[config.mk]
export PLATFORM = sky130hd
export DESIGN_NAME = status_serial_config
export DESIGN_NICKNAME = d
export VERILOG_FILES = /design/src/hdl/status_pkg.sv /design/src/hdl/status_serial_config.sv /design/src/hdl/echo_gate.sv
export VERILOG_INCLUDE_DIRS = /design/src /design/src/hdl
export SDC_FILE = /design/constraint.sdc
export NUM_CORES = 1
export LEC_CHECK = 0
export BUFFER_PORTS_ARGS = -buffer_cell sky130_fd_sc_hd__buf_2
export CAP_MARGIN = 20
export CORE_UTILIZATION = 49
export DETAILED_ROUTE_END_ITERATION = 8
export PLACE_DENSITY = 0.71
export SYNTH_ARGS = -nofsm -noshare
export SYNTH_HDL_FRONTEND = slang
export SYNTH_SLANG_ARGS = --single-unit
[constraint.sdc]
create_clock -name clk_sys -period 1.97 [get_ports clk_sys]
set_input_delay 0.394 -clock clk_sys [delete_from_list [all_inputs] [get_ports clk_sys]]
set_output_delay 0.394 -clock clk_sys [all_outputs]
set_load 0.03 [all_outputs]
[src/hdl/status_regs.svh]
// Field positions, reset values and constants of the status and serial setup block
`ifndef STATUS_REGS_SVH
`define STATUS_REGS_SVH

// Operation register bit positions
`define OPER_BIT_CAL        0
`define OPER_BIT_TRIG_WAIT  5
`define OPER_BIT_CONST_VOLT 8
`define OPER_BIT_CONST_CURR 10
`define OPER_VALID_MASK     16'h0521

// Questionable register bit positions
`define QUES_BIT_OVERTEMP   3
`define QUES_VALID_MASK     16'h0008

// Status byte summary positions
`define STB_BIT_OPER        7
`define STB_BIT_QUES        3

// Parallel bus address limits
`define ADDR_MIN            5'h01
`define ADDR_MAX            5'h1e

// Baud rate values as carried on the command data
`define BAUD_19200          16'h4b00
`define BAUD_9600           16'h2580
`define BAUD_4800           16'h12c0
`define BAUD_2400           16'h0960

// Boolean query answers
`define ANSWER_ON           16'h0001
`define ANSWER_OFF          16'h0000

// Line terminator that ends a pending echo
`define LINE_TERMINATOR     8'h0a

// Reset values
`define RST_OPER_ENABLE     16'h0000
`define RST_QUES_ENABLE     16'h0000
`define RST_BUS_ADDR        5'h06
`define RST_ECHO            1'b0
`define RST_PACE            1'b0

`endif

[src/hdl/status_pkg.sv]
// Types shared by the status and serial setup block
package status_pkg;

  typedef enum logic [4:0] {
    CMD_NONE,
    CMD_OPER_COND_Q,
    CMD_OPER_ENAB_W,
    CMD_OPER_ENAB_Q,
    CMD_OPER_EVENT_Q,
    CMD_PRESET,
    CMD_QUES_EVENT_Q,
    CMD_QUES_COND_Q,
    CMD_QUES_ENAB_W,
    CMD_QUES_ENAB_Q,
    CMD_ADDR_W,
    CMD_ADDR_Q,
    CMD_BAUD_W,
    CMD_BAUD_Q,
    CMD_ECHO_W,
    CMD_ECHO_Q,
    CMD_PACE_W,
    CMD_PACE_Q,
    CMD_GENERAL_RESET
  } cmd_t;

  typedef enum logic [1:0] {
    BAUD_SEL_19200,
    BAUD_SEL_9600,
    BAUD_SEL_4800,
    BAUD_SEL_2400
  } baud_t;

  typedef enum logic {
    ECHO_IDLE,
    ECHO_ACTIVE
  } echo_state_t;

endpackage

[src/hdl/status_serial_config.sv]
// Status register groups and serial/parallel interface settings
`timescale 1ns/1ps
`include "status_regs.svh"

// Contract
// RQ1 - Status byte bit 7 is OR of enabled operation event bits.
// RQ2 - Operation mask holds only weights 1, 32, 256, 1024; up to 1313.
// RQ3 - Operation event register latches events and clears when read.
// RQ4 - Questionable event register latches events and clears when read.
// RQ5 - Questionable condition shows live conditions, no latching.
// RQ6 - Only questionable bit 3, overtemperature, carries meaning.
// RQ7 - Status byte bit 3 is OR of enabled questionable event bits.
// RQ8 - Preset command clears both enable masks to zero.
// RQ9 - Mask queries return the masks as last written.
// RQ10 - Parallel bus address stored; host supplies 1 to 30.
// RQ11 - Serial rate is one of four selections; query reports it.
// RQ12 - Echo on returns every later received character; query 01/00.
// RQ13 - Echo off takes effect only after next line terminator.
// RQ14 - General reset command leaves echo setting unchanged.
// RQ15 - Pacing XON enables flow control, NONE disables; query 01/00.
// RQ16 - Operation bits: calibration 0, trigger wait 5, constant voltage 8, constant current 10.
// RQ17 - Operation condition register shows live conditions, no latching.
// RQ18 - Event bit sets on condition rising, holds until read.
// RQ19 - Event arriving during a read-clear stays latched for next read.
module status_serial_config (
  // Clock and reset
  input  wire logic              clk_sys,
  input  wire logic              rst,
  // Decoded commands from the text parser
  input  wire logic              cmd_valid,
  input  wire status_pkg::cmd_t  cmd_code,
  input  wire logic [15:0]       cmd_data,
  // Query answers
  output logic                   resp_valid,
  output logic [15:0]            resp_data,
  // Condition pins, asynchronous
  input  wire logic              calibration_busy_pin,
  input  wire logic              waiting_for_trigger_flag,
  input  wire logic              constant_voltage_flag,
  input  wire logic              constant_current_flag,
  input  wire logic              overtemperature_flag,
  // Status byte summaries
  output logic [7:0]             status_byte,
  // Interface settings
  output logic [4:0]             parallel_bus_address_setting,
  output status_pkg::baud_t      serial_rate_setting,
  output logic                   serial_pacing_setting,
  output logic                   serial_echo_setting,
  // Serial character stream
  input  wire logic              rx_valid,
  input  wire logic [7:0]        rx_char,
  output logic                   echo_valid,
  output logic [7:0]             echo_char
);
  import status_pkg::*;

  // Map a rate value onto its selection; unknown rates are refused
  function automatic logic baud_known(input logic [15:0] v);
    baud_known = (v == `BAUD_19200) || (v == `BAUD_9600) ||
                 (v == `BAUD_4800) || (v == `BAUD_2400);
  endfunction

  function automatic baud_t baud_encode(input logic [15:0] v);
    case (v)
      `BAUD_19200: baud_encode = BAUD_SEL_19200;
      `BAUD_4800:  baud_encode = BAUD_SEL_4800;
      `BAUD_2400:  baud_encode = BAUD_SEL_2400;
      default:     baud_encode = BAUD_SEL_9600;
    endcase
  endfunction

  function automatic logic [15:0] baud_decode(input baud_t s);
    case (s)
      BAUD_SEL_19200: baud_decode = `BAUD_19200;
      BAUD_SEL_4800:  baud_decode = `BAUD_4800;
      BAUD_SEL_2400:  baud_decode = `BAUD_2400;
      default:        baud_decode = `BAUD_9600;
    endcase
  endfunction

  function automatic logic [15:0] bool_answer(input logic b);
    bool_answer = b ? `ANSWER_ON : `ANSWER_OFF;
  endfunction

  // Pin vector onto register bit positions; all other bits stay zero
  function automatic logic [15:0] oper_place(input logic [4:0] v);
    oper_place                        = 16'h0000;
    oper_place[`OPER_BIT_CAL]         = v[0];
    oper_place[`OPER_BIT_TRIG_WAIT]   = v[1];
    oper_place[`OPER_BIT_CONST_VOLT]  = v[2];
    oper_place[`OPER_BIT_CONST_CURR]  = v[3];
  endfunction

  function automatic logic [15:0] ques_place(input logic [4:0] v);
    ques_place                     = 16'h0000;
    ques_place[`QUES_BIT_OVERTEMP] = v[4];
  endfunction

  // Set wins over the read clear, so no event is lost at a read
  function automatic logic [15:0] event_update(input logic [15:0] ev, input logic rd,
                                               input logic [15:0] rise);
    event_update = (rd ? 16'h0000 : ev) | rise;
  endfunction

  function automatic logic summary_of(input logic [15:0] ev, input logic [15:0] mask);
    summary_of = |(ev & mask);
  endfunction

  // A code only counts while its strobe is high
  function automatic logic cmd_hit(input logic v, input cmd_t c, input cmd_t want);
    cmd_hit = v && (c == want);
  endfunction

  // Pin synchronisers; first stage feeds only the second
  logic [4:0] cond_meta_reg;
  logic [4:0] cond_sync_reg;
  logic [4:0] cond_prev_reg;

  // Register state
  logic [15:0] oper_event_reg;
  logic [15:0] oper_event_next;
  logic [15:0] oper_enable_reg;
  logic [15:0] ques_event_reg;
  logic [15:0] ques_event_next;
  logic [15:0] ques_enable_reg;
  logic [4:0]  bus_addr_reg;
  baud_t       baud_reg;
  logic        pace_reg;
  logic        echo_reg;
  logic        resp_valid_reg;
  logic [15:0] resp_data_reg;
  logic [7:0]  status_byte_reg;

  // Raw condition vector, index order fixed by pin list
  wire logic [4:0] cond_pins = {overtemperature_flag, constant_current_flag,
                                constant_voltage_flag, waiting_for_trigger_flag,
                                calibration_busy_pin};

  // Live condition registers built from synchronised pins
  wire logic [15:0] oper_cond = oper_place(cond_sync_reg); // [RQ16] [RQ17]
  wire logic [15:0] ques_cond = ques_place(cond_sync_reg); // [RQ5] [RQ6]

  // Only a rising condition raises an event
  wire logic [4:0]  cond_rise = cond_sync_reg & ~cond_prev_reg; // [RQ18]

  wire logic [15:0] oper_rise = oper_place(cond_rise); // [RQ16]
  wire logic [15:0] ques_rise = ques_place(cond_rise); // [RQ6]

  // Command decode
  wire logic do_cmd        = cmd_valid;
  wire logic rd_oper_event = cmd_hit(do_cmd, cmd_code, CMD_OPER_EVENT_Q);
  wire logic rd_ques_event = cmd_hit(do_cmd, cmd_code, CMD_QUES_EVENT_Q);
  wire logic wr_oper_enab  = cmd_hit(do_cmd, cmd_code, CMD_OPER_ENAB_W);
  wire logic wr_ques_enab  = cmd_hit(do_cmd, cmd_code, CMD_QUES_ENAB_W);
  wire logic do_preset     = cmd_hit(do_cmd, cmd_code, CMD_PRESET);
  wire logic addr_in_range = (cmd_data[15:5] == 11'h000) &&
                             (cmd_data[4:0] >= `ADDR_MIN) &&
                             (cmd_data[4:0] <= `ADDR_MAX);
  wire logic wr_addr       = cmd_hit(do_cmd, cmd_code, CMD_ADDR_W) && addr_in_range;
  wire logic wr_baud       = cmd_hit(do_cmd, cmd_code, CMD_BAUD_W) && baud_known(cmd_data);
  wire logic wr_echo       = cmd_hit(do_cmd, cmd_code, CMD_ECHO_W);
  wire logic wr_pace       = cmd_hit(do_cmd, cmd_code, CMD_PACE_W);

  // Read clears, but a rising edge in the same cycle still lands
  assign oper_event_next = event_update(oper_event_reg, rd_oper_event, oper_rise); // [RQ3] [RQ19]
  assign ques_event_next = event_update(ques_event_reg, rd_ques_event, ques_rise); // [RQ4] [RQ19]

  // Query answer selection; reads show the value before clearing
  logic        answer_valid;
  logic [15:0] answer_data;

  always_comb begin
    answer_valid = do_cmd;
    answer_data  = 16'h0000;
    case (cmd_code)
      CMD_OPER_COND_Q:  answer_data = oper_cond; // [RQ17]
      CMD_OPER_ENAB_Q:  answer_data = oper_enable_reg; // [RQ9]
      CMD_OPER_EVENT_Q: answer_data = oper_event_reg; // [RQ3]
      CMD_QUES_EVENT_Q: answer_data = ques_event_reg; // [RQ4]
      CMD_QUES_COND_Q:  answer_data = ques_cond; // [RQ5]
      CMD_QUES_ENAB_Q:  answer_data = ques_enable_reg; // [RQ9]
      CMD_ADDR_Q:       answer_data = {11'h000, bus_addr_reg}; // [RQ10]
      CMD_BAUD_Q:       answer_data = baud_decode(baud_reg); // [RQ11]
      CMD_ECHO_Q:       answer_data = bool_answer(echo_reg); // [RQ12]
      CMD_PACE_Q:       answer_data = bool_answer(pace_reg); // [RQ15]
      default:          answer_valid = 1'b0;
    endcase
  end

  // Summaries are taken from the next event value so they track reads at once
  wire logic oper_summary = summary_of(oper_event_next, oper_enable_reg); // [RQ1]
  wire logic ques_summary = summary_of(ques_event_next, ques_enable_reg); // [RQ7]

  always_ff @(posedge clk_sys) begin
    if (rst) begin
      cond_meta_reg <= 5'h00;
      cond_sync_reg <= 5'h00;
      cond_prev_reg <= 5'h00;
    end else begin
      cond_meta_reg <= cond_pins;
      cond_sync_reg <= cond_meta_reg;
      cond_prev_reg <= cond_sync_reg;
    end
  end

  always_ff @(posedge clk_sys) begin
    if (rst) begin
      oper_event_reg <= 16'h0000;
      ques_event_reg <= 16'h0000;
    end else begin
      oper_event_reg <= oper_event_next; // [RQ18]
      ques_event_reg <= ques_event_next; // [RQ18]
    end
  end

  // Preset has priority; both can never come in one cycle anyway
  always_ff @(posedge clk_sys) begin
    if (rst) begin
      oper_enable_reg <= `RST_OPER_ENABLE;
      ques_enable_reg <= `RST_QUES_ENABLE;
    end else if (do_preset) begin
      oper_enable_reg <= 16'h0000; // [RQ8]
      ques_enable_reg <= 16'h0000; // [RQ8]
    end else begin
      if (wr_oper_enab) begin
        oper_enable_reg <= cmd_data & `OPER_VALID_MASK; // [RQ2]
      end
      if (wr_ques_enab) begin
        ques_enable_reg <= cmd_data; // [RQ9]
      end
    end
  end

  // Out-of-range address or rate values leave the setting unchanged
  always_ff @(posedge clk_sys) begin
    if (rst) begin
      bus_addr_reg <= `RST_BUS_ADDR;
      baud_reg     <= BAUD_SEL_9600;
      pace_reg     <= `RST_PACE;
    end else begin
      if (wr_addr) begin
        bus_addr_reg <= cmd_data[4:0]; // [RQ10]
      end
      if (wr_baud) begin
        baud_reg <= baud_encode(cmd_data); // [RQ11]
      end
      if (wr_pace) begin
        pace_reg <= cmd_data[0]; // [RQ15]
      end
    end
  end

  // General reset has no branch here, so echo survives it
  always_ff @(posedge clk_sys) begin
    if (rst) begin
      echo_reg <= `RST_ECHO;
    end else if (wr_echo) begin
      echo_reg <= cmd_data[0]; // [RQ12] [RQ14]
    end
  end

  always_ff @(posedge clk_sys) begin
    if (rst) begin
      resp_valid_reg <= 1'b0;
      resp_data_reg  <= 16'h0000;
    end else begin
      resp_valid_reg <= answer_valid;
      if (answer_valid) begin
        resp_data_reg <= answer_data;
      end
    end
  end

  // Unused status byte bits are held at zero
  always_ff @(posedge clk_sys) begin
    if (rst) begin
      status_byte_reg <= 8'h00;
    end else begin
      status_byte_reg                <= 8'h00;
      status_byte_reg[`STB_BIT_OPER] <= oper_summary; // [RQ1]
      status_byte_reg[`STB_BIT_QUES] <= ques_summary; // [RQ7]
    end
  end

  // Echo keeps its own line-end state
  echo_gate u_echo_gate (
    .clk_sys    (clk_sys),
    .rst        (rst),
    .echo_on    (echo_reg),
    .rx_valid   (rx_valid),
    .rx_char    (rx_char),
    .echo_valid (echo_valid),
    .echo_char  (echo_char)
  );

  // Every output comes straight from a register
  assign resp_valid                   = resp_valid_reg;
  assign resp_data                    = resp_data_reg;
  assign status_byte                  = status_byte_reg;
  assign parallel_bus_address_setting = bus_addr_reg;
  assign serial_rate_setting          = baud_reg;
  assign serial_pacing_setting        = pace_reg;
  assign serial_echo_setting          = echo_reg;

endmodule

[src/hdl/echo_gate.sv]
// Serial character echo with deferred switch-off at line end
`timescale 1ns/1ps
`include "status_regs.svh"

module echo_gate (
  // Clock and reset
  input  wire logic       clk_sys,
  input  wire logic       rst,
  // Setting
  input  wire logic       echo_on,
  // Received characters
  input  wire logic       rx_valid,
  input  wire logic [7:0] rx_char,
  // Echoed characters
  output logic            echo_valid,
  output logic [7:0]      echo_char
);
  import status_pkg::*;

  echo_state_t state_reg;
  echo_state_t state_next;
  logic        echo_valid_reg;
  logic [7:0]  echo_char_reg;

  wire logic is_terminator = (rx_char == `LINE_TERMINATOR);
  wire logic echo_now      = rx_valid && (state_reg == ECHO_ACTIVE || echo_on);

  always_comb begin
    state_next = state_reg;
    case (state_reg)
      ECHO_IDLE: begin
        if (echo_on) begin
          state_next = ECHO_ACTIVE; // [RQ12]
        end
      end
      ECHO_ACTIVE: begin
        // Switch-off only takes hold once the current line is finished
        if (!echo_on && rx_valid && is_terminator) begin
          state_next = ECHO_IDLE; // [RQ13]
        end
      end
      default: state_next = ECHO_IDLE;
    endcase
  end

  always_ff @(posedge clk_sys) begin
    if (rst) begin
      state_reg      <= ECHO_IDLE;
      echo_valid_reg <= 1'b0;
      echo_char_reg  <= 8'h00;
    end else begin
      state_reg      <= state_next;
      echo_valid_reg <= echo_now; // [RQ12] [RQ13]
      if (echo_now) begin
        echo_char_reg <= rx_char;
      end
    end
  end

  assign echo_valid = echo_valid_reg;
  assign echo_char  = echo_char_reg;

endmodule

# After elaboration in Yosys (flattened, before gate mapping)
# Cells that the tools add are included.
totals:
  reg_bits: 111
  input_bits: 38
classes:
  order_cmp: 2
  eq_ne: 24
  n_mux: 11
  bitwise: 7
  n_reduce_logical: 27
op_table:
  columns: ["operator", "count"]
  rows:
  - ["$pmux W16 S10", 1]
  - ["$pmux W15 S3", 1]
  - ["$eq A5 B4 Y1 const B", 8]
  - ["$mux W16", 2]
  - ["$reduce_or A16 Y1", 2]
  - ["$eq A5 B3 Y1 const B", 4]
  - ["$and A16 B11 Y16", 1]
  - ["$and A16 B16 Y16", 1]
  - ["$eq A16 B12 Y1 const B", 1]
  - ["$eq A16 B13 Y1 const B", 1]
  - ["$eq A16 B14 Y1 const B", 1]
  - ["$eq A16 B15 Y1 const B", 1]
  - ["$logic_and A1 B1 Y1", 16]
  - ["$or A16 B11 Y16", 1]
  - ["$or A16 B4 Y16", 1]
  - ["$logic_not A11 Y1", 1]
  - ["$eq A5 B2 Y1 const B", 2]
  - ["$eq A5 B5 Y1 const B", 2]
  - ["$reduce_or A10 Y1", 1]
  - ["$eq A8 B4 Y1 const B", 1]
  - ["$pmux W2 S3", 1]
  - ["$and A5 B5 Y5", 1]
  - ["$eq A5 B1 Y1 const B", 1]
  - ["$ge A5 B1 Y1 const B", 1]
  - ["10 further kinds", 18]

# Longest topological paths before layout
depth:
  ltp_word: 6
  ltp_mapped: 8
  mapped_depth_nobuf: 6

# Modules after synthesis
# Synthesis repeated with hierarchy kept, for this count alone.
hier_totals:
  cells_unflattened: 430
  hier_area_um2: 3990.1
modules_own_cells:
  columns: ["mod", "instances", "cells_per_inst", "area_per_inst_um2", "seq_area_each_um2"]
  rows:
  - ["status_serial_config", 1, 395, 3616.0, 1661.6]
  - ["echo_gate", 1, 35, 374.1, 200.2]

# Least setup slack after synthesis
# OpenSTA, ideal clock, no wires.
synth_timing:
  path_type: "in2reg"
  from: "in cmd_code[0]"
  to: "reg bus_addr_reg[1] (netlist: parallel_bus_address_setting[1])"
  setup_time_ps: 120
  arrival_ps: 1909
  t_required_ps: 1850
  path_slack_ps: -59
  path_stages: 7
  n_path_buf: 2
  path_cell_list: "buf_2 or4b_4 nor4_2 and4b_1 buf_6 nor2b_2 a211o_1"
synth_via:
  elab_chain_cells: 3
synth_lines:
  columns: ["item", "line", "rtl"]
  rows:
  - ["start: declaration", "status_serial_config.sv:31", "input wire status_pkg::cmd_t cmd_code,"]
  - ["$eq A5 B4 Y1", "status_serial_config.sv:111", "cmd_hit = v && (c == want);"]
  - ["$logic_and A1 B1 Y1", "status_serial_config.sv:111", null]
  - ["$logic_and A1 B1 Y1", "status_serial_config.sv:159", "wire logic wr_addr = cmd_hit(do_cmd, cmd_code, CMD_ADDR_W) && addr_in_range;"]
  - ["end signal: assignment", "status_serial_config.sv:237", "bus_addr_reg <= `RST_BUS_ADDR;"]
  - ["end signal: assignment", "status_serial_config.sv:242", "bus_addr_reg <= cmd_data[4:0];"]
  - ["end: declaration", "status_serial_config.sv:126", "logic [4:0] bus_addr_reg;"]
# Every way passes these cells.
# A chain may end at the register's enable or synchronous reset.

# Final worst setup path
layout_timing:
  from: "in cmd_data[15]"
  to: "reg baud_reg[1] (netlist: serial_rate_setting[1])"
layout_via:
  elab_chain_cells: 5
  elab_cells_between_ends: 9
  classes_between: "eq/ne (4); mux (1); reduce/logical (4)"
layout_lines:
  columns: ["item", "line", "rtl"]
  rows:
  - ["start: declaration", "status_serial_config.sv:32", "input wire logic [15:0] cmd_data,"]
  - ["$eq A16 B15 Y1 or $eq A16 B14 Y1 (tied branches)", null, null]
  - ["$logic_or A1 B1 Y1 (3 in a row)", "status_serial_config.sv:59", "baud_known = (v == `BAUD_19200) || (v == `BAUD_9600) ||"]
  - ["$logic_and A1 B1 Y1", "status_serial_config.sv:160", "wire logic wr_baud = cmd_hit(do_cmd, cmd_code, CMD_BAUD_W) && baud_known(cmd_data);"]
  - ["end signal: assignment", "status_serial_config.sv:245", "baud_reg <= baud_encode(cmd_data);"]
  - ["end: declaration", "status_serial_config.sv:127", "baud_t baud_reg;"]
# Parallel ways exist; a longest one is shown, timed or not.

==> flow_metrics.py <==
metrics = {
    "yosys": {
        "ys_warn_count": 0,
        "ys_seq_area_share_pct": 47.6,
        "synth_edf_count": 0,
        "netlist_instances": 431,
        "synth-seq-cells": 93,
        "synth_top_area_share_pct": 47.6,
        "synth_most_common_cell": "dfxtp_1",
        "async_reset_ff_share_pct": 0,
        "ys.flop_type": "dfxtp_1",
        "syn_area_per_cell_sq_um": 9.08,
        "synth_cell_types": 51,
        "yosys-top-cells-area": "dfxtp_1, nand2_1, nor2_1, nor2b_1, mux2i_1",
        "yosysTopAreaCell": "dfxtp_1",
        "syn_area_sq_mm": 0.00392,
        "synth_common_cells": "dfxtp_1, nand2_1, nor2_1",
    },
    "finish": {
        "utilization_pct": 62.6,
        "postLayoutCellArea_sq_mm": 0.00484,
        "n_antenna_cell": 0,
        "n_fill_cell": 697,
        "drive_gt1_share_pct": 27.2,
        "area_delta_synth_final_pct": 23.6,
        "nets": 577,
    },
    "grt": {
        "grt_max_degree": 61,
        "grt_first_pass_wirelength_um": 16400,
        "grt_antenna_before_repair": 0,
        "grt_usage_pct": 25.0,
        "grt_pass1_vias": 3374,
        "overflow": 0,
    },
    "sta": {
        "setup_viol": 0,
        "hold_viol": 0,
        "setup_ws_ps": 92.0,
        "skew_ps": 9.77,
        "final-max-slew-violation-count": 0,
        "tns_ps": 0,
        "fmax_mhz": 532,
        "period_needed_ps": 1880,
        "slew_headroom_pct": 35.0,
        "worst_pin_slew_ps": 970,
        "layout_worst_path_cycle_share_pct": 95.3,
        "rsz0062_at_grt": "no",
    },
    "route": {
        "avgViaCountPerCell": 5.63,
        "drc": 0,
        "wire_per_inst_um": 15.5,
        "wirelength_um": 9950,
        "dr_total_vias": 3612,
        "dr_wl_met2_um": 4590,
        "ant_nets": 0,
        "met3_length_um": 580,
        "drtIter0Drc": 278,
        "dr.max_layer_used": "met4",
        "drt-met1-wl_um": 4550,
        "firstDrtPassIters": 5,
    },
    "clocking": {
        "clock_sinks": 93,
        "clockBufferDepth": 2,
        "htreeDepth": 3,
        "postCtsSetupBuffers": 0,
        "cts_resized": 0,
        "insertion_delay_ps": 370,
        "path_clk_slew_ps": 100,
        "cts_hold_buf": 0,
        "cts_buffers": 9,
        "cts_tree": "built",
        "cts-root-buf": "clkbuf_8",
    },
    "hold_path": {
        "worstHoldPathType": "input port to flop",
    },
    "place": {
        "io_buffers": 74,
        "place_congestion": 0.888,
        "place.detailed.hpwl_um": 7390,
        "pre_cts_ws_ps": -277,
        "dpl_cell_area_sq_mm": 0.00465,
    },
    "status": {
        "status": "finished, final reports clean",
    },
    "run": {
        "maxCapViolations": 0,
    },
    "worst_setup_path": {
        "critPathArrivalTime_ps": 2150,
        "end_kind": "flop",
        "crit_path_top_delay_cell": "or3b_2",
        "crit_type": "input port to flop",
        "required_ps": 2240,
        "crit_buf_inv": 1,
        "worstPathMaxFanout": 4,
        "cpLargestDelayFamily": "simple AND/OR/NAND/NOR gates",
        "start_kind": "input port",
        "cp_cell_sequence": "buf_2 > or3b_2 > nor4b_1 > o2111a_1 > nand2b_1 > mux2_2",
        "r2r_slack_ps": 470,
        "max_stage_delay_ps": 480,
    },
    "power_and_ir_drop": {
        "p_leak_nw": 2.02,
        "ir_drop_mv": 0.411,
        "power.density_mw_per_mm2": 730,
        "power_mw": 3.53,
    },
    "floorplanning": {
        "fp.dieH_um": 91.4,
        "rows": 32,
        "die_area_sq_mm": 0.00835,
        "ios": 81,
        "core_sq_mm": 0.00773,
        "initial_core_util_pct": 50.7,
        "fp.dieW_um": 91.4,
    },
}
where the power goes:
group	internal, mW	switching, mW
logic	0.152	0.223
registers	1.92	0.0210
clock network	0.489	0.726
cells by family (layout without fill, tap and decap cells):
family / count (synthesis) / count (layout) / synth area share [%]
DFF: 93 / 93 / 47.6
adders and majority gates: 4 / 4 / 1.28
buffers and inverters: 41 / 145 / 5.21
other: 1 / 6 / 0.0958
muxes: 15 / 15 / 3.87
and+or+nand+nor: 190 / 190 / 26.1
AOI/OAI and AO/OA: 87 / 87 / 15.9
path summary, 6_finish.rpt:
path / depth (start not counted) / start / to
worst max-delay path: 6 / cmd_data[15] / serial_rate_setting[1]
worst min-delay path: 2 / constant_current_flag / cond_meta_reg[3]
worst max register to register: 4 / serial_echo_setting / u_echo_gate.echo_char[6]
worst min register to register: 1 / cond_meta_reg[4] / cond_sync_reg[4]
metal layers:
metal  track usage, %  up-vias
met4             10.6        0
li1                 -     1730
met2             39.3      144
met3             4.02       22
met1             34.0     1716
met5                0        -
worst reg2reg max path, cell delays in order, from the launching register on:
cell and delay (ps):
dfxtp_1 360, o21ai_0 500, buf_4 270, mux2i_1 190, nor2_1 60
final cells by class:
type                            count  area, sq um  share of cell area [%]
Multi-Input combinational cell    302         1880                    38.8
Tap cell                          102          128                    2.64
Sequential cell                    93         1860                    38.5
Clock inverter                      7         66.3                    1.37
Clock buffer                        9          124                    2.56
Inverter                            7         26.3                   0.543
Timing Repair Buffer              122          756                    15.6
per-stage QoR:
step                      std cells  hold WS, ps
after global placement          626          416
after detailed placement        626          430
after global routing            642          225
after floorplan                 436          414
after CTS                       642          211
final                           642          225
cell usage in the layout (no fill, tap or decap), drive strengths merged, types with 9 or more instances in the layout:
master / instances
a211oi: 9
a21oi: 26
a22oi: 14
and2: 19
buf: 122
clkbuf: 9
dfxtp: 93
inv: 10
mux2i: 14
nand2: 47
nand3: 12
nor2: 40
nor2b: 26
nor3: 9
Note: power is estimated with default switching activity, not from simulation.
